[src/verilog/lsst_pkg.sv]
package lsst_pkg;

    // ==========================================================
    // Array geometry and slot timing
    // ==========================================================
    localparam int unsigned LSST_PIXELS = 1024;
    localparam int unsigned LSST_CLKS_PER_PIXEL = 4;
    localparam int unsigned LSST_MIN_START_CLKS = 4104;
    localparam int unsigned LSST_FIFO_DEPTH = 4;
    localparam int unsigned LSST_SAMPLE_W = 12;

    // Counter last, maximum and reset values
    localparam logic [9:0] LSST_PIX_LAST = 10'h3ff;
    localparam logic [1:0] LSST_PHASE_LAST = 2'h3;
    localparam logic [15:0] LSST_PERIOD_RST = 16'h0000;
    localparam logic [15:0] LSST_PERIOD_MAX = 16'hffff;

    // ==========================================================
    // Sequencer states
    // ==========================================================
    typedef enum logic [1:0] {
        LSST_IDLE = 2'b01,
        LSST_SCAN = 2'b10
    } lsst_state_e;

    // One pixel slot leaving the sequencer
    typedef struct packed {
        logic [9:0] index;
        logic high_gain;
        logic [LSST_SAMPLE_W-1:0] sample;
    } lsst_pixel_s;

endpackage : lsst_pkg

[src/verilog/lsst_fifo.sv]
`timescale 1ns/1ps
module lsst_fifo #(
    parameter int unsigned WIDTH = 8,
    parameter int unsigned DEPTH = 4
) (
    input wire logic i_ref_clk,
    input wire logic i_rstn,
    input wire logic i_in_valid,
    output logic o_in_ready,
    input wire logic [WIDTH-1:0] i_in_data,
    output logic o_out_valid,
    input wire logic i_out_ready,
    output logic [WIDTH-1:0] o_out_data
);
    localparam int unsigned AW = $clog2(DEPTH);

    logic [WIDTH-1:0] mem_reg [DEPTH];
    logic [AW-1:0] wr_reg, wr_next, rd_reg, rd_next;
    logic [AW:0] cnt_reg, cnt_next;
    logic push, pop;

    // ==========================================================
    // Pointer and count update
    // ==========================================================
    always_comb begin
        // Full is a count of DEPTH; the count is one bit wider than the pointers
        push = i_in_valid && (cnt_reg != (AW+1)'(DEPTH));
        pop = (cnt_reg != '0) && i_out_ready;
        wr_next = push ? wr_reg + 1'b1 : wr_reg;
        rd_next = pop ? rd_reg + 1'b1 : rd_reg;
        cnt_next = cnt_reg + {{AW{1'b0}}, push} - {{AW{1'b0}}, pop};
    end

    always_ff @(posedge i_ref_clk or negedge i_rstn) begin
        if (!i_rstn) begin
            wr_reg <= '0;
            rd_reg <= '0;
            cnt_reg <= '0;
        end else begin
            wr_reg <= wr_next;
            rd_reg <= rd_next;
            cnt_reg <= cnt_next;
        end
    end

    // Storage has no reset; contents are qualified by the count
    always_ff @(posedge i_ref_clk) begin
        if (push) begin
            mem_reg[wr_reg] <= i_in_data;
        end
    end

    assign o_in_ready = (cnt_reg != (AW+1)'(DEPTH));
    assign o_out_valid = (cnt_reg != '0);
    assign o_out_data = mem_reg[rd_reg];

    a_fifo_bound: assert property (@(posedge i_ref_clk) disable iff (!i_rstn)
        cnt_reg <= (AW+1)'(DEPTH)) else $error("fifo count overflow");
endmodule : lsst_fifo

[src/verilog/lsst_scan.sv]
`timescale 1ns/1ps
// How it works
// - Start and clock drive whole scan; a full video buffer holds it
// - Shifting begins at falling edge during start-low
// - One pixel per four clocks, clock bounded
// - Integration time equals start pulse period
// - Each pixel integrates between its own readouts
// - Gain low means high gain, else low
module lsst_scan
    import lsst_pkg::*;
(
    input wire logic i_ref_clk,
    input wire logic i_rstn,
    input wire logic i_scan_start_pulse,
    input wire logic i_sensor_clk,
    input wire logic i_gain_select_level,
    input wire logic [LSST_SAMPLE_W-1:0] i_pixel_charge,
    input wire logic i_video_ready,
    output logic o_video_valid,
    output logic [9:0] o_video_index,
    output logic o_video_high_gain,
    output logic [LSST_SAMPLE_W-1:0] o_video_sample,
    output logic o_scanning,
    output logic [15:0] o_start_pulse_period,
    output logic o_start_too_soon,
    output logic o_stalled
);
    // ==========================================================
    // Pin synchronisers
    // ==========================================================
    // Pins come from the controller's domain: two flops each, a third on the clock and gain pins
    logic [2:0] st_s1_reg, st_s2_reg, st_s1_next, st_s2_next;
    logic clk_d_reg, clk_d_next, gain_reg, gain_next;

    always_comb begin
        st_s1_next = {i_gain_select_level, i_sensor_clk, i_scan_start_pulse};
        st_s2_next = st_s1_reg;
        clk_d_next = st_s2_reg[1];
        gain_next = st_s2_reg[2];
    end

    always_ff @(posedge i_ref_clk or negedge i_rstn) begin
        if (!i_rstn) begin
            st_s1_reg <= 3'h1;
            st_s2_reg <= 3'h1;
            clk_d_reg <= 1'b0;
            gain_reg <= 1'b0;
        end else begin
            st_s1_reg <= st_s1_next;
            st_s2_reg <= st_s2_next;
            clk_d_reg <= clk_d_next;
            gain_reg <= gain_next;
        end
    end

    logic st_low, clk_fall;
    assign st_low = !st_s2_reg[0];
    assign clk_fall = clk_d_reg && !st_s2_reg[1];

    // ==========================================================
    // Sequencer
    // ==========================================================
    lsst_state_e state_reg, state_next;
    logic [9:0] pix_reg, pix_next;
    logic [1:0] phase_reg, phase_next;
    logic armed_reg, armed_next;
    logic [15:0] per_reg, per_next, last_per_reg, last_per_next;
    logic [15:0] per_inc;
    logic soon_reg, soon_next;
    logic start_evt, slot_evt, fifo_ready, fifo_valid;
    lsst_pixel_s pix_in, pix_out;

    // A start is the first falling clock of each start-low window
    assign start_evt = st_low && clk_fall && armed_reg;

    // Saturating step, so a very long exposure never wraps to a short one
    assign per_inc = (per_reg == LSST_PERIOD_MAX) ? LSST_PERIOD_MAX : per_reg + 1'b1;

    always_comb begin
        state_next = state_reg;
        pix_next = pix_reg;
        phase_next = phase_reg;
        slot_evt = 1'b0;
        // Only one fall per low window counts; re-arm on high
        armed_next = st_low ? (armed_reg && !clk_fall) : 1'b1;
        // Period counted in sensor clocks, saturating
        per_next = clk_fall ? per_inc : per_reg;
        last_per_next = last_per_reg;
        soon_next = soon_reg;
        if (start_evt) begin
            // Exposure is the start period; each pixel restarts at readout
            last_per_next = per_inc;
            per_next = LSST_PERIOD_RST;
            soon_next = (state_reg == LSST_SCAN) ||
                (per_inc < 16'(LSST_MIN_START_CLKS));
        end
        case (state_reg)
            LSST_IDLE: begin
                if (start_evt) begin
                    state_next = LSST_SCAN;
                    pix_next = '0;
                    phase_next = '0;
                end
            end
            LSST_SCAN: begin
                // A start mid-scan is refused; the current scan finishes
                if (clk_fall && fifo_ready) begin
                    phase_next = phase_reg + 1'b1;
                    if (phase_reg == LSST_PHASE_LAST) begin
                        slot_evt = 1'b1;
                        pix_next = pix_reg + 1'b1;
                        if (pix_reg == LSST_PIX_LAST) begin
                            state_next = LSST_IDLE;
                        end
                    end
                end
            end
            default: state_next = LSST_IDLE;
        endcase
    end

    always_ff @(posedge i_ref_clk or negedge i_rstn) begin
        if (!i_rstn) begin
            state_reg <= LSST_IDLE;
            pix_reg <= '0;
            phase_reg <= '0;
            armed_reg <= 1'b1;
            per_reg <= LSST_PERIOD_RST;
            last_per_reg <= LSST_PERIOD_RST;
            soon_reg <= 1'b0;
        end else begin
            state_reg <= state_next;
            pix_reg <= pix_next;
            phase_reg <= phase_next;
            armed_reg <= armed_next;
            per_reg <= per_next;
            last_per_reg <= last_per_next;
            soon_reg <= soon_next;
        end
    end

    // Gain pin low selects the high-gain conversion
    assign pix_in.index = pix_reg;
    assign pix_in.high_gain = !gain_reg;
    assign pix_in.sample = i_pixel_charge;

    // ==========================================================
    // Video buffer
    // ==========================================================
    // A full buffer holds the slot rather than dropping a pixel
    lsst_fifo #(.WIDTH($bits(lsst_pixel_s)), .DEPTH(LSST_FIFO_DEPTH)) u_fifo (
        .i_ref_clk(i_ref_clk),
        .i_rstn(i_rstn),
        .i_in_valid(slot_evt),
        .o_in_ready(fifo_ready),
        .i_in_data(pix_in),
        .o_out_valid(fifo_valid),
        .i_out_ready(i_video_ready && !(o_video_valid && !i_video_ready) || !o_video_valid),
        .o_out_data(pix_out)
    );

    // Output stage registered so every port leaves a flop
    logic vv_reg, vv_next, stall_reg, stall_next;
    lsst_pixel_s vd_reg, vd_next;
    logic take;
    assign take = fifo_valid && (!vv_reg || i_video_ready);

    always_comb begin
        vv_next = take ? 1'b1 : (i_video_ready ? 1'b0 : vv_reg);
        vd_next = take ? pix_out : vd_reg;
        stall_next = (state_reg == LSST_SCAN) && clk_fall && !fifo_ready;
    end

    always_ff @(posedge i_ref_clk or negedge i_rstn) begin
        if (!i_rstn) begin
            vv_reg <= 1'b0;
            vd_reg <= '0;
            stall_reg <= 1'b0;
        end else begin
            vv_reg <= vv_next;
            vd_reg <= vd_next;
            stall_reg <= stall_next;
        end
    end

    logic scan_q;
    always_ff @(posedge i_ref_clk or negedge i_rstn) begin
        if (!i_rstn) begin
            scan_q <= 1'b0;
        end else begin
            scan_q <= (state_next == LSST_SCAN);
        end
    end

    assign o_video_valid = vv_reg;
    assign o_video_index = vd_reg.index;
    assign o_video_high_gain = vd_reg.high_gain;
    assign o_video_sample = vd_reg.sample;
    assign o_scanning = scan_q;
    assign o_start_pulse_period = last_per_reg;
    assign o_start_too_soon = soon_reg;
    assign o_stalled = stall_reg;

    // ==========================================================
    // Checks
    // ==========================================================
    a_start_enters: assert property (@(posedge i_ref_clk) disable iff (!i_rstn)
        (start_evt && state_reg == LSST_IDLE) |=> state_reg == LSST_SCAN)
        else $error("start did not begin scan");
    a_one_fall_only: assert property (@(posedge i_ref_clk) disable iff (!i_rstn)
        start_evt |=> !armed_reg)
        else $error("second fall counted as start");
    a_slot_four: assert property (@(posedge i_ref_clk) disable iff (!i_rstn)
        slot_evt |-> phase_reg == LSST_PHASE_LAST && clk_fall)
        else $error("slot not on fourth clock");
    a_end_idle: assert property (@(posedge i_ref_clk) disable iff (!i_rstn)
        (slot_evt && pix_reg == LSST_PIX_LAST) |=> state_reg == LSST_IDLE)
        else $error("scan did not end at last pixel");
    a_idle_still: assert property (@(posedge i_ref_clk) disable iff (!i_rstn)
        (state_reg == LSST_IDLE && !start_evt) |=> $stable(pix_reg))
        else $error("idle sequencer moved");
    a_gain_map: assert property (@(posedge i_ref_clk) disable iff (!i_rstn)
        slot_evt |-> pix_in.high_gain == !$past(st_s2_reg[2]))
        else $error("gain mapping wrong");
    a_period_cap: assert property (@(posedge i_ref_clk) disable iff (!i_rstn)
        start_evt |=> last_per_reg == $past(per_inc))
        else $error("start period not captured");
    a_soon_flag: assert property (@(posedge i_ref_clk) disable iff (!i_rstn)
        (start_evt && state_reg == LSST_SCAN) |=> o_start_too_soon)
        else $error("early start not flagged");
    a_scan_whole: assert property (@(posedge i_ref_clk) disable iff (!i_rstn)
        (state_reg == LSST_SCAN && start_evt) |=> state_reg == LSST_SCAN)
        else $error("scan aborted by start");

    c_scan_start: cover property (@(posedge i_ref_clk) disable iff (!i_rstn)
        start_evt && state_reg == LSST_IDLE);
    c_scan_end: cover property (@(posedge i_ref_clk) disable iff (!i_rstn)
        slot_evt && pix_reg == LSST_PIX_LAST);
    c_stall: cover property (@(posedge i_ref_clk) disable iff (!i_rstn) stall_reg);
    c_early: cover property (@(posedge i_ref_clk) disable iff (!i_rstn)
        start_evt && state_reg == LSST_SCAN);
endmodule : lsst_scan

[config.mk]
export PLATFORM = sky130hd
export DESIGN_NAME = lsst_scan
export DESIGN_NICKNAME = d
export VERILOG_FILES = /design/src/verilog/lsst_pkg.sv /design/src/verilog/lsst_fifo.sv /design/src/verilog/lsst_scan.sv
export SDC_FILE = /design/constraint.sdc
export NUM_CORES = 1
export LEC_CHECK = 0
export BUFFER_PORTS_ARGS = -buffer_cell sky130_fd_sc_hd__buf_2
export CORE_MARGIN = 5
export CORE_UTILIZATION = 35
export CTS_CLUSTER_SIZE = 25
export DETAILED_ROUTE_END_ITERATION = 10
export SETUP_SLACK_MARGIN = 0.3
export SYNTH_ARGS = -nofsm -noshare
export SYNTH_HDL_FRONTEND = slang
export SYNTH_HIERARCHICAL = 1
export SYNTH_SLANG_ARGS = --single-unit
[constraint.sdc]
create_clock -name i_ref_clk -period 4.01 [get_ports i_ref_clk]
set_clock_uncertainty 0.05 [all_clocks]
set_input_delay 0.401 -clock i_ref_clk [delete_from_list [all_inputs] [get_ports i_ref_clk]]
set_output_delay 0.401 -clock i_ref_clk [all_outputs]
set_load 0.02 [all_outputs]
==> results of run 1 <==
## kinds of logic after synthesis
kind of cell | count (synthesis) | share of synthesized area
buffers and inverters | 50 | 0.0327
multiplexers | 48 | 0.105
AO/OA/AOI/OAI | 95 | 0.0790
AND/OR/NAND/NOR | 132 | 0.0989
XOR/XNOR | 21 | 0.0236
adder cells (fa/ha/maj) | 12 | 0.0202
flip-flops | 181 | 0.641
## power by group through the flow
stage / registers, µW / logic, µW / clock network [µW]
2_1_floorplan: 2280 / 214 / 0
3_3_place_gp: 2160 / 502 / 0
3_5_place_dp: 2170 / 509 / 0
4_1_cts: 2130 / 512 / 1730
5_1_grt: 2150 / 549 / 1820
6_report: 2130 / 500 / 1680
## layout by cell type (no fill, tap or decap), types with 13 or more instances in the layout
cell and n:
nor2_1 34, inv_1 19, buf_2 59, edfxtp_1 92, o21ai_0 29, nand2_1 28, xnor2_1 16, a31oi_1 13
clkbuf_16 17, mux4_2 18, mux2_2 23, dfrtp_1 85, a21oi_1 13
## layer usage
layer	vias up	GRT usage
met2	114	0.203
met1	2325	0.159
met5	-	0
met3	14	0.0324
li1	2157	-
met4	0	0.0376
## repair_timing
| action | CTS | global route |
|---|---|---|
| hold endpoints to repair | 1 | 0 |
| setup endpoints to repair | 0 | 0 |
| hold buffers | 1 | 0 |
## worst paths after layout
check,depth (start not counted),start,to,slack (ns)
max,12,u_fifo/cnt_reg[1],u_fifo/cnt_reg[2],0.92
min,1,i_rstn,gain_reg,0.03
max reg2reg,12,u_fifo/cnt_reg[1],u_fifo/cnt_reg[2],0.92
min reg2reg,0,st_s2_reg[2],gain_reg,0.31
max in group asynchronous,2,i_rstn,st_s1_reg[0],2.92
min in group i_ref_clk,1,i_scan_start_pulse,st_s1_reg[0],0.03
## critical path, cell delays in order (launching register included)
cell      delay (ns)
dfrtp_1         0.48
nor3b_2         0.45
inv_1           0.14
and4b_1         0.26
and2_0          0.34
nand2b_1        0.16
ha_1            0.23
inv_1           0.05
ha_1            0.13
inv_1           0.05
fa_1            0.38
xnor2_1         0.15
xnor2_1         0.13
## layout make-up
type | count | area, µm² | share of cell area
sequential | 181 | 4990 | 0.558
multi-input combinational | 308 | 2540 | 0.284
clock buffer | 17 | 425 | 0.0475
timing repair buffer | 68 | 365 | 0.0408
tap | 280 | 350 | 0.0391
clock inverter | 15 | 201 | 0.0225
inverter | 19 | 71.3 | 0.00797
## per-stage QoR
step                      hold WS [ns]  instance area, µm²  power (µW)  worst slack [ns]   util
after floorplan                 0.0554                7790        2490              1.25      -
after global placement           0.289                8320        2670              1.04  0.380
after detailed placement         0.288                8320        2680             0.852  0.380
after CTS                      0.00969                8950        4380             0.848  0.409
after global routing           0.00995                8950        4520             0.579  0.409
final                           0.0280                8950        4320             0.919  0.409
==> flow_summary.toml, run 1 <==
[synth]
yosys.area.top_type = "edfxtp_1"
yosys-top-cells-area = "edfxtp_1, dfrtp_1, mux4_2"
syn_avg_cell_area_um2 = 14.5
yosys-top-cells-count = "edfxtp_1, dfrtp_1, nor2_1"
synthArstFlopShare = 0.492
yosysMostFrequentCell = "edfxtp_1"
ys_warn_count = 6
synth_nets = 569
synth_edf_count = 92
seq_area_frac_synth = 0.641
synth_top_area_frac = 0.354
synth_seq_cells = 181
synth_cell_types = 71
syn-cell-area_mm2 = 0.00779
yosys_most_used_dff = "edfxtp_1"
syn-instance-count = 539

[power_and_ir_drop]
power.leakage_uw = 0.00337
pwr-share-seq = 0.494
switchingPower_uw = 1210
powerDensity_mw_per_mm2 = 482
ir_worst_vdd_v = 0.000208
p_int_uw = 3100
combPwrFrac = 0.116
clock_power_share = 0.390
switching_share = 0.281

[clock_tree]
cts.sinks = 181
cts_max_path_buffers = 2
cts_tree = "done"
clock_latency_ns = 0.43
numCtsBuffers = 17
cts_root_buf = "clkbuf_16"
cts_resized = 0
cts_setup_buffers = 0
htreeDepth = 4
clk_pin_slew_ns = 0.08

[final_layout]
stdcell_count = 888
syn_to_final_growth_pct = 14.9
drive_above_1_share = 0.257
fillers = 2004
nets = 625
largest_reg_flops = 92
insertedDiodeCount = 0

[routing]
wire_per_inst_um = 17.1
antenna_left = 0
top_layer_used = "met4"
wl_met3_um = 737
first_pass_iters = 5
met2_length_um = 7440
vias_per_cell = 5.19
route.detailed.drc = 0
wirelength_met1_um = 6830
routed_wl_um = 15200
vias = 4610
drtIter0Drc = 236

[global_routing]
grt_pass1_wl_um = 25200
antenna_found_initial = 0
grt_overflow = 0
grt_pass1_vias = 4731
grt_max_degree = 64
track_usage = 0.123

[die]
pin_count = 61
core_area_mm2 = 0.0219
die_area_mm2 = 0.0254
rows = 54
die_w_um = 159
fp.dieH_um = 159
start_util = 0.356

[setup_path]
critPathCaptureType = "flip-flop"
startpoint_type = "flip-flop"
cp.required_ns = 4.28
cp_max_fo = 13
criticalPathCategory = "reg2reg"
critical_path_arrival_ns = 3.36

[timing]
rsz0062_at_grt = "false"
hold_violations = 0
drv_slew = 0
worst_slew_pin_slew_ns = 1.15
fin_setup_tns_ns = 0
slew_headroom = 0.235
finalCriticalPeriod_ns = 3.09
setup_violations = 0
fin_crit_sh = 0.771
max_freq_mhz = 324

[status]
status = "completed"

[place]
io_buffers = 60
hpwl_um = 9650
gp_congestion = 0.839
post-place-cells = 855

[min_path]
worstHoldPathType = "in2async"

[run]
maxCapViolCount = 0
(Power assumes the default switching activity.)
==> inputs of run 2 (changes only) <==
clock period = 3.2 ns   (was 4.01 ns; I/O delays follow)
==> run 2 against run 1 <==
  * Worst setup slack got worse by 0.39 ns
  * Sequential power increased by 25%
  * Via count increased by 0.35%
  * Clock-buffer cell count unchanged
  * Highest routed layer unchanged
  * Wire length increased by 0.12%
  * Core utilization increased by 0.35 points
  * Total power increased by 26%
  * Sequential cell count unchanged
  * Final cell count increased by 0.90%
  * Largest power group unchanged
  * Hold slack improved by 0.029 ns
  * Die area unchanged
  * Design area increased by 0.87%
==> flow_summary.toml, run 2 (synthesis gave the netlist of run 1 again) <==
[global_routing]
grt_max_degree = 61
grt_overflow = 0
track_usage = 0.122
antenna_found_initial = 0
grt_pass1_wl_um = 25300
grt_pass1_vias = 4779

[place]
io_buffers = 60
place_area_mm2 = 0.00837
post-place-cells = 860
gp_congestion = 0.852
hpwl_um = 9960

[clock_tree]
cts_max_path_buffers = 2
cts_root_buf = "clkbuf_16"
numCtsBuffers = 17
cts.sinks = 181
cts_setup_buffers = 0
clock_latency_ns = 0.43
htreeDepth = 4
cts_resized = 0
cts_tree = "done"
clk_pin_slew_ns = 0.08

[timing]
rsz0062_at_grt = "false"
drv_slew = 0
worst_slew_pin_slew_ns = 0.858
finalCriticalPeriod_ns = 2.67
hold_violations = 0
slew_headroom = 0.428
setup_violations = 0
fin_crit_sh = 0.834
fin_setup_tns_ns = 0
max_freq_mhz = 375

[setup_path]
cp_max_fo = 14
cp.required_ns = 3.28
path_depth = 7
crit_family = "simple AND/OR/NAND/NOR gates"
r2r_start = "u_fifo/cnt_reg[2]"
critPathCaptureType = "flip-flop"
reg2reg_depth = 7
cpMostUsedCell = "buf_4"
path_buf_inv = 3
startpoint_type = "flip-flop"
slowest_stage = "and3b_1"
slowest_delay_ns = 0.65
criticalPathCategory = "reg2reg"
startpoint = "u_fifo/cnt_reg[2]"
critical_path_arrival_ns = 2.75
cp_cell_sequence = "nor3b_2 -> inv_1 -> and4b_1 -> and2_0 -> buf_4 -> and3b_1 -> buf_4"

[routing]
drtIter0Drc = 273
vias = 4626
wire_per_inst_um = 17.0
first_pass_iters = 6
wl_met3_um = 616
antenna_left = 0
vias_per_cell = 5.16
wirelength_met1_um = 6800
routed_wl_um = 15200
met2_length_um = 7660
top_layer_used = "met4"
route.detailed.drc = 0

[die]
die_w_um = 159
start_util = 0.356
die_area_mm2 = 0.0254
pin_count = 61
fp.dieH_um = 159
core_area_mm2 = 0.0219
rows = 54

[power_and_ir_drop]
ir_worst_vdd_v = 0.000280
power.leakage_uw = 0.00342
powerDensity_mw_per_mm2 = 602

[final_layout]
stdcell_count = 896
syn_to_final_growth_pct = 15.9
nets = 633
largest_reg_flops = 92
drive_above_1_share = 0.261
mostFrequentLayoutCell = "edfxtp_1"
final_cell_mix = "edfxtp_1, dfrtp_1, buf_2"
fin_area_mm2 = 0.00903
insertedDiodeCount = 0

[min_path]
whs_path_depth = 1
worstHoldPathType = "in2reg"
hp-start = "i_pixel_charge[6]"

[status]
status = "completed"

[run]
maxCapViolCount = 0
## run 2: path summary, 6_finish.rpt
kind	end	slack, ns
hold reg to reg	st_s2_reg[2]	0.30
hold / removal	u_fifo/mem_reg[3][6]	0.06
setup reg to reg	u_fifo/mem_reg[2][2]	0.53
max in group asynchronous	per_reg[8]	1.94
min in group asynchronous	o_video_sample[11]	0.48
setup / recovery	u_fifo/mem_reg[2][2]	0.53
## run 2: cell type report
cell class | count | area, µm²
clock buffers | 17 | 425
clock inverters | 15 | 199
fillers | 2036 | 12900
inverters | 19 | 71.3
multi-input cells | 308 | 2540
flip-flops and latches | 181 | 4990
well taps | 280 | 350
repair buffers | 76 | 445
## run 2: repair_timing
| item | in CTS | in global routing |
|---|---|---|
| endpoints found under the setup margin | 0 | 0 |
| hold buffers | 4 | 0 |
| hold endpoints to repair | 58 | 0 |
## run 2: per-layer routing
metal,GRT usage,up-vias
met2,0.205,106
li1,-,2155
met5,0,-
met1,0.159,2355
met4,0.0330,0
met3,0.0329,10
## run 2: report_power, final
group	internal, µW	switching, µW
combinational	237	400
sequential	2590	81.8
clock	1080	1050
## run 2: per-stage QoR
stage / hold slack (ns) / setup WS, ns / power [µW] / util
6_report: 0.0569 / 0.530 / 5430 / 0.412
5_1_grt: 0.0341 / 0.346 / 5680 / 0.412
4_1_cts: 0.0342 / 0.477 / 5510 / 0.412
3_5_place_dp: 0.289 / 0.495 / 3370 / 0.382
3_3_place_gp: 0.289 / 0.561 / 3340 / 0.382
2_1_floorplan: -0.0256 / 0.443 / 3130 / -
==> inputs of run 3 (changes only) <==
clock period = 2.7 ns   (was 3.2 ns; I/O delays follow)
==> run 3 against run 2 <==
  * Largest power group unchanged
  * Core utilization increased by 0.83 points
  * Hold slack lost 0.034 ns
  * Critical path depth grew 5
  * Sequential share of layout area is 1.1 points lower
  * Final cell count rose by 2.0%
  * Non-clock buffer count is 18 higher
  * Die area is the same
  * Sequential cell count unchanged
  * Design area grew 2.0%
==> flow_summary.toml, run 3 (synthesis gave the netlist of run 1 again) <==
[status]
status = "completed"

[clock_tree]
clock_latency_ns = 0.43
cts_root_buf = "clkbuf_16"
cts_max_path_buffers = 2
numCtsBuffers = 17
htreeDepth = 4
cts_tree = "done"
clk_pin_slew_ns = 0.07
cts.sinks = 181

[timing]
slew_headroom = 0.516
hold_violations = 0
max_freq_mhz = 424
drv_slew = 0
fin_setup_tns_ns = 0
whs_ns = 0.0227
worst_slew_pin_slew_ns = 0.726
setup_ws_ns = 0.339
finalCriticalPeriod_ns = 2.36
rsz0062_at_grt = "true"
setup_violations = 0
fin_crit_sh = 0.874

[final_layout]
seqCellArea_mm2 = 0.00500
fin_area_mm2 = 0.00921
stdcell_count = 914
insertedDiodeCount = 0
drive_above_1_share = 0.285
mostFrequentLayoutCell = "edfxtp_1"
final_cell_mix = "edfxtp_1, dfrtp_1, buf_2"
syn_to_final_growth_pct = 18.2
nets = 651
multi_input_area_mm2 = 0.00257
largest_reg_flops = 92
fillers = 2016

[setup_path]
startpoint_type = "flip-flop"
cp_cell_sequence = "nor3b_4 -> inv_2 -> and4b_1 -> and2_4 -> nand2b_1 -> ha_1 -> inv_1 -> ha_1 -> inv_2 -> fa_2 -> xnor2_2 -> xnor2_1"
slowest_stage = "dfrtp_2"
critical_path_arrival_ns = 2.63
cp.required_ns = 2.96
slowest_delay_ns = 0.43
reg2reg_depth = 12
critPathCaptureType = "flip-flop"
r2r_start = "u_fifo/cnt_reg[1]"
worst_r2r_endpoint = "u_fifo/cnt_reg[2]"
cp_max_fo = 2
crit_family = "adder cells"
criticalPathCategory = "reg2reg"
reg2reg_slack_ns = 0.34
path_buf_inv = 3

[routing]
antenna_left = 0
first_pass_iters = 4
routed_wl_um = 15700
vias = 4672
drtIter0Drc = 280
route.detailed.drc = 0
wire_per_inst_um = 17.2
vias_per_cell = 5.11

[power_and_ir_drop]
ir_worst_vdd_v = 0.000385
powerDensity_mw_per_mm2 = 701
power.leakage_uw = 0.00350

[run]
maxCapViolCount = 0

[die]
start_util = 0.356
die_w_um = 159
rows = 54
die_area_mm2 = 0.0254
fp.dieH_um = 159
core_area_mm2 = 0.0219
pin_count = 61

[place]
gp_congestion = 0.839
place_area_mm2 = 0.00844
io_buffers = 60
hpwl_um = 10100
post-place-cells = 867
place_ws_ns = 0.162

[global_routing]
grt_overflow = 0
grt_pass1_wl_um = 26300
track_usage = 0.128
grt_pass1_vias = 4914
grt_max_degree = 49
antenna_found_initial = 0

[min_path]
whs_endpoint = "u_fifo/mem_reg[0][7]"
worstHoldPathType = "in2reg"
hp-start = "i_pixel_charge[7]"
whs_path_depth = 1
## run 3: worst max-delay path by stage
| stage | startpoint | slack, ns | cells after the start | end |
|---|---|---|---|---|
| global route | u_fifo/cnt_reg[0] | 0.25 | 12 | u_fifo/cnt_reg[2] |
| global placement | u_fifo/cnt_reg[2] | 0.24 | 12 | u_fifo/cnt_reg[2] |
| floorplan | u_fifo/cnt_reg[1] | 0.13 | 13 | u_fifo/cnt_reg[2] |
| CTS | u_fifo/cnt_reg[1] | 0.29 | 12 | u_fifo/cnt_reg[2] |
| finish | u_fifo/cnt_reg[1] | 0.34 | 12 | u_fifo/cnt_reg[2] |
| detailed placement | u_fifo/cnt_reg[2] | 0.16 | 12 | u_fifo/cnt_reg[2] |
## run 3: area by class of cell
cell class,instances,share of cell area
Inverter,19,0.00774
Timing Repair Buffer,94,0.0663
Clock buffer,17,0.0462
Sequential cell,181,0.542
Tap cell,280,0.0380
Clock inverter,15,0.0202
Multi-Input combinational cell,308,0.279
## run 3: per-stage QoR
stage                     power (µW)   util
after floorplan                 3700      -
after global placement          3980  0.386
after detailed placement        4000  0.386
after CTS                       6540  0.420
after global routing            6730  0.421
final                           6460  0.421
## run 3: what timing repair did
action                     4_1_cts  5_1_grt
hold buffers                    11        0
setup endpoints to repair        2        5
setup buffers                    4        0
hold endpoints to repair        75        0
resized for setup                5        2
pin swaps                        4        4
## run 3: layer usage
metal,track usage,routed length [µm],share of wire
met3,0.0321,675,0.043
met2,0.214,7640,0.49
met5,0,0,0
met4,0.0353,206,0.013
met1,0.167,7210,0.46
## run 3: power breakdown
group          switching, µW  internal [µW]
registers               98.4           3060
logic                    478            301
clock network           1180           1330
total                   1760           4700
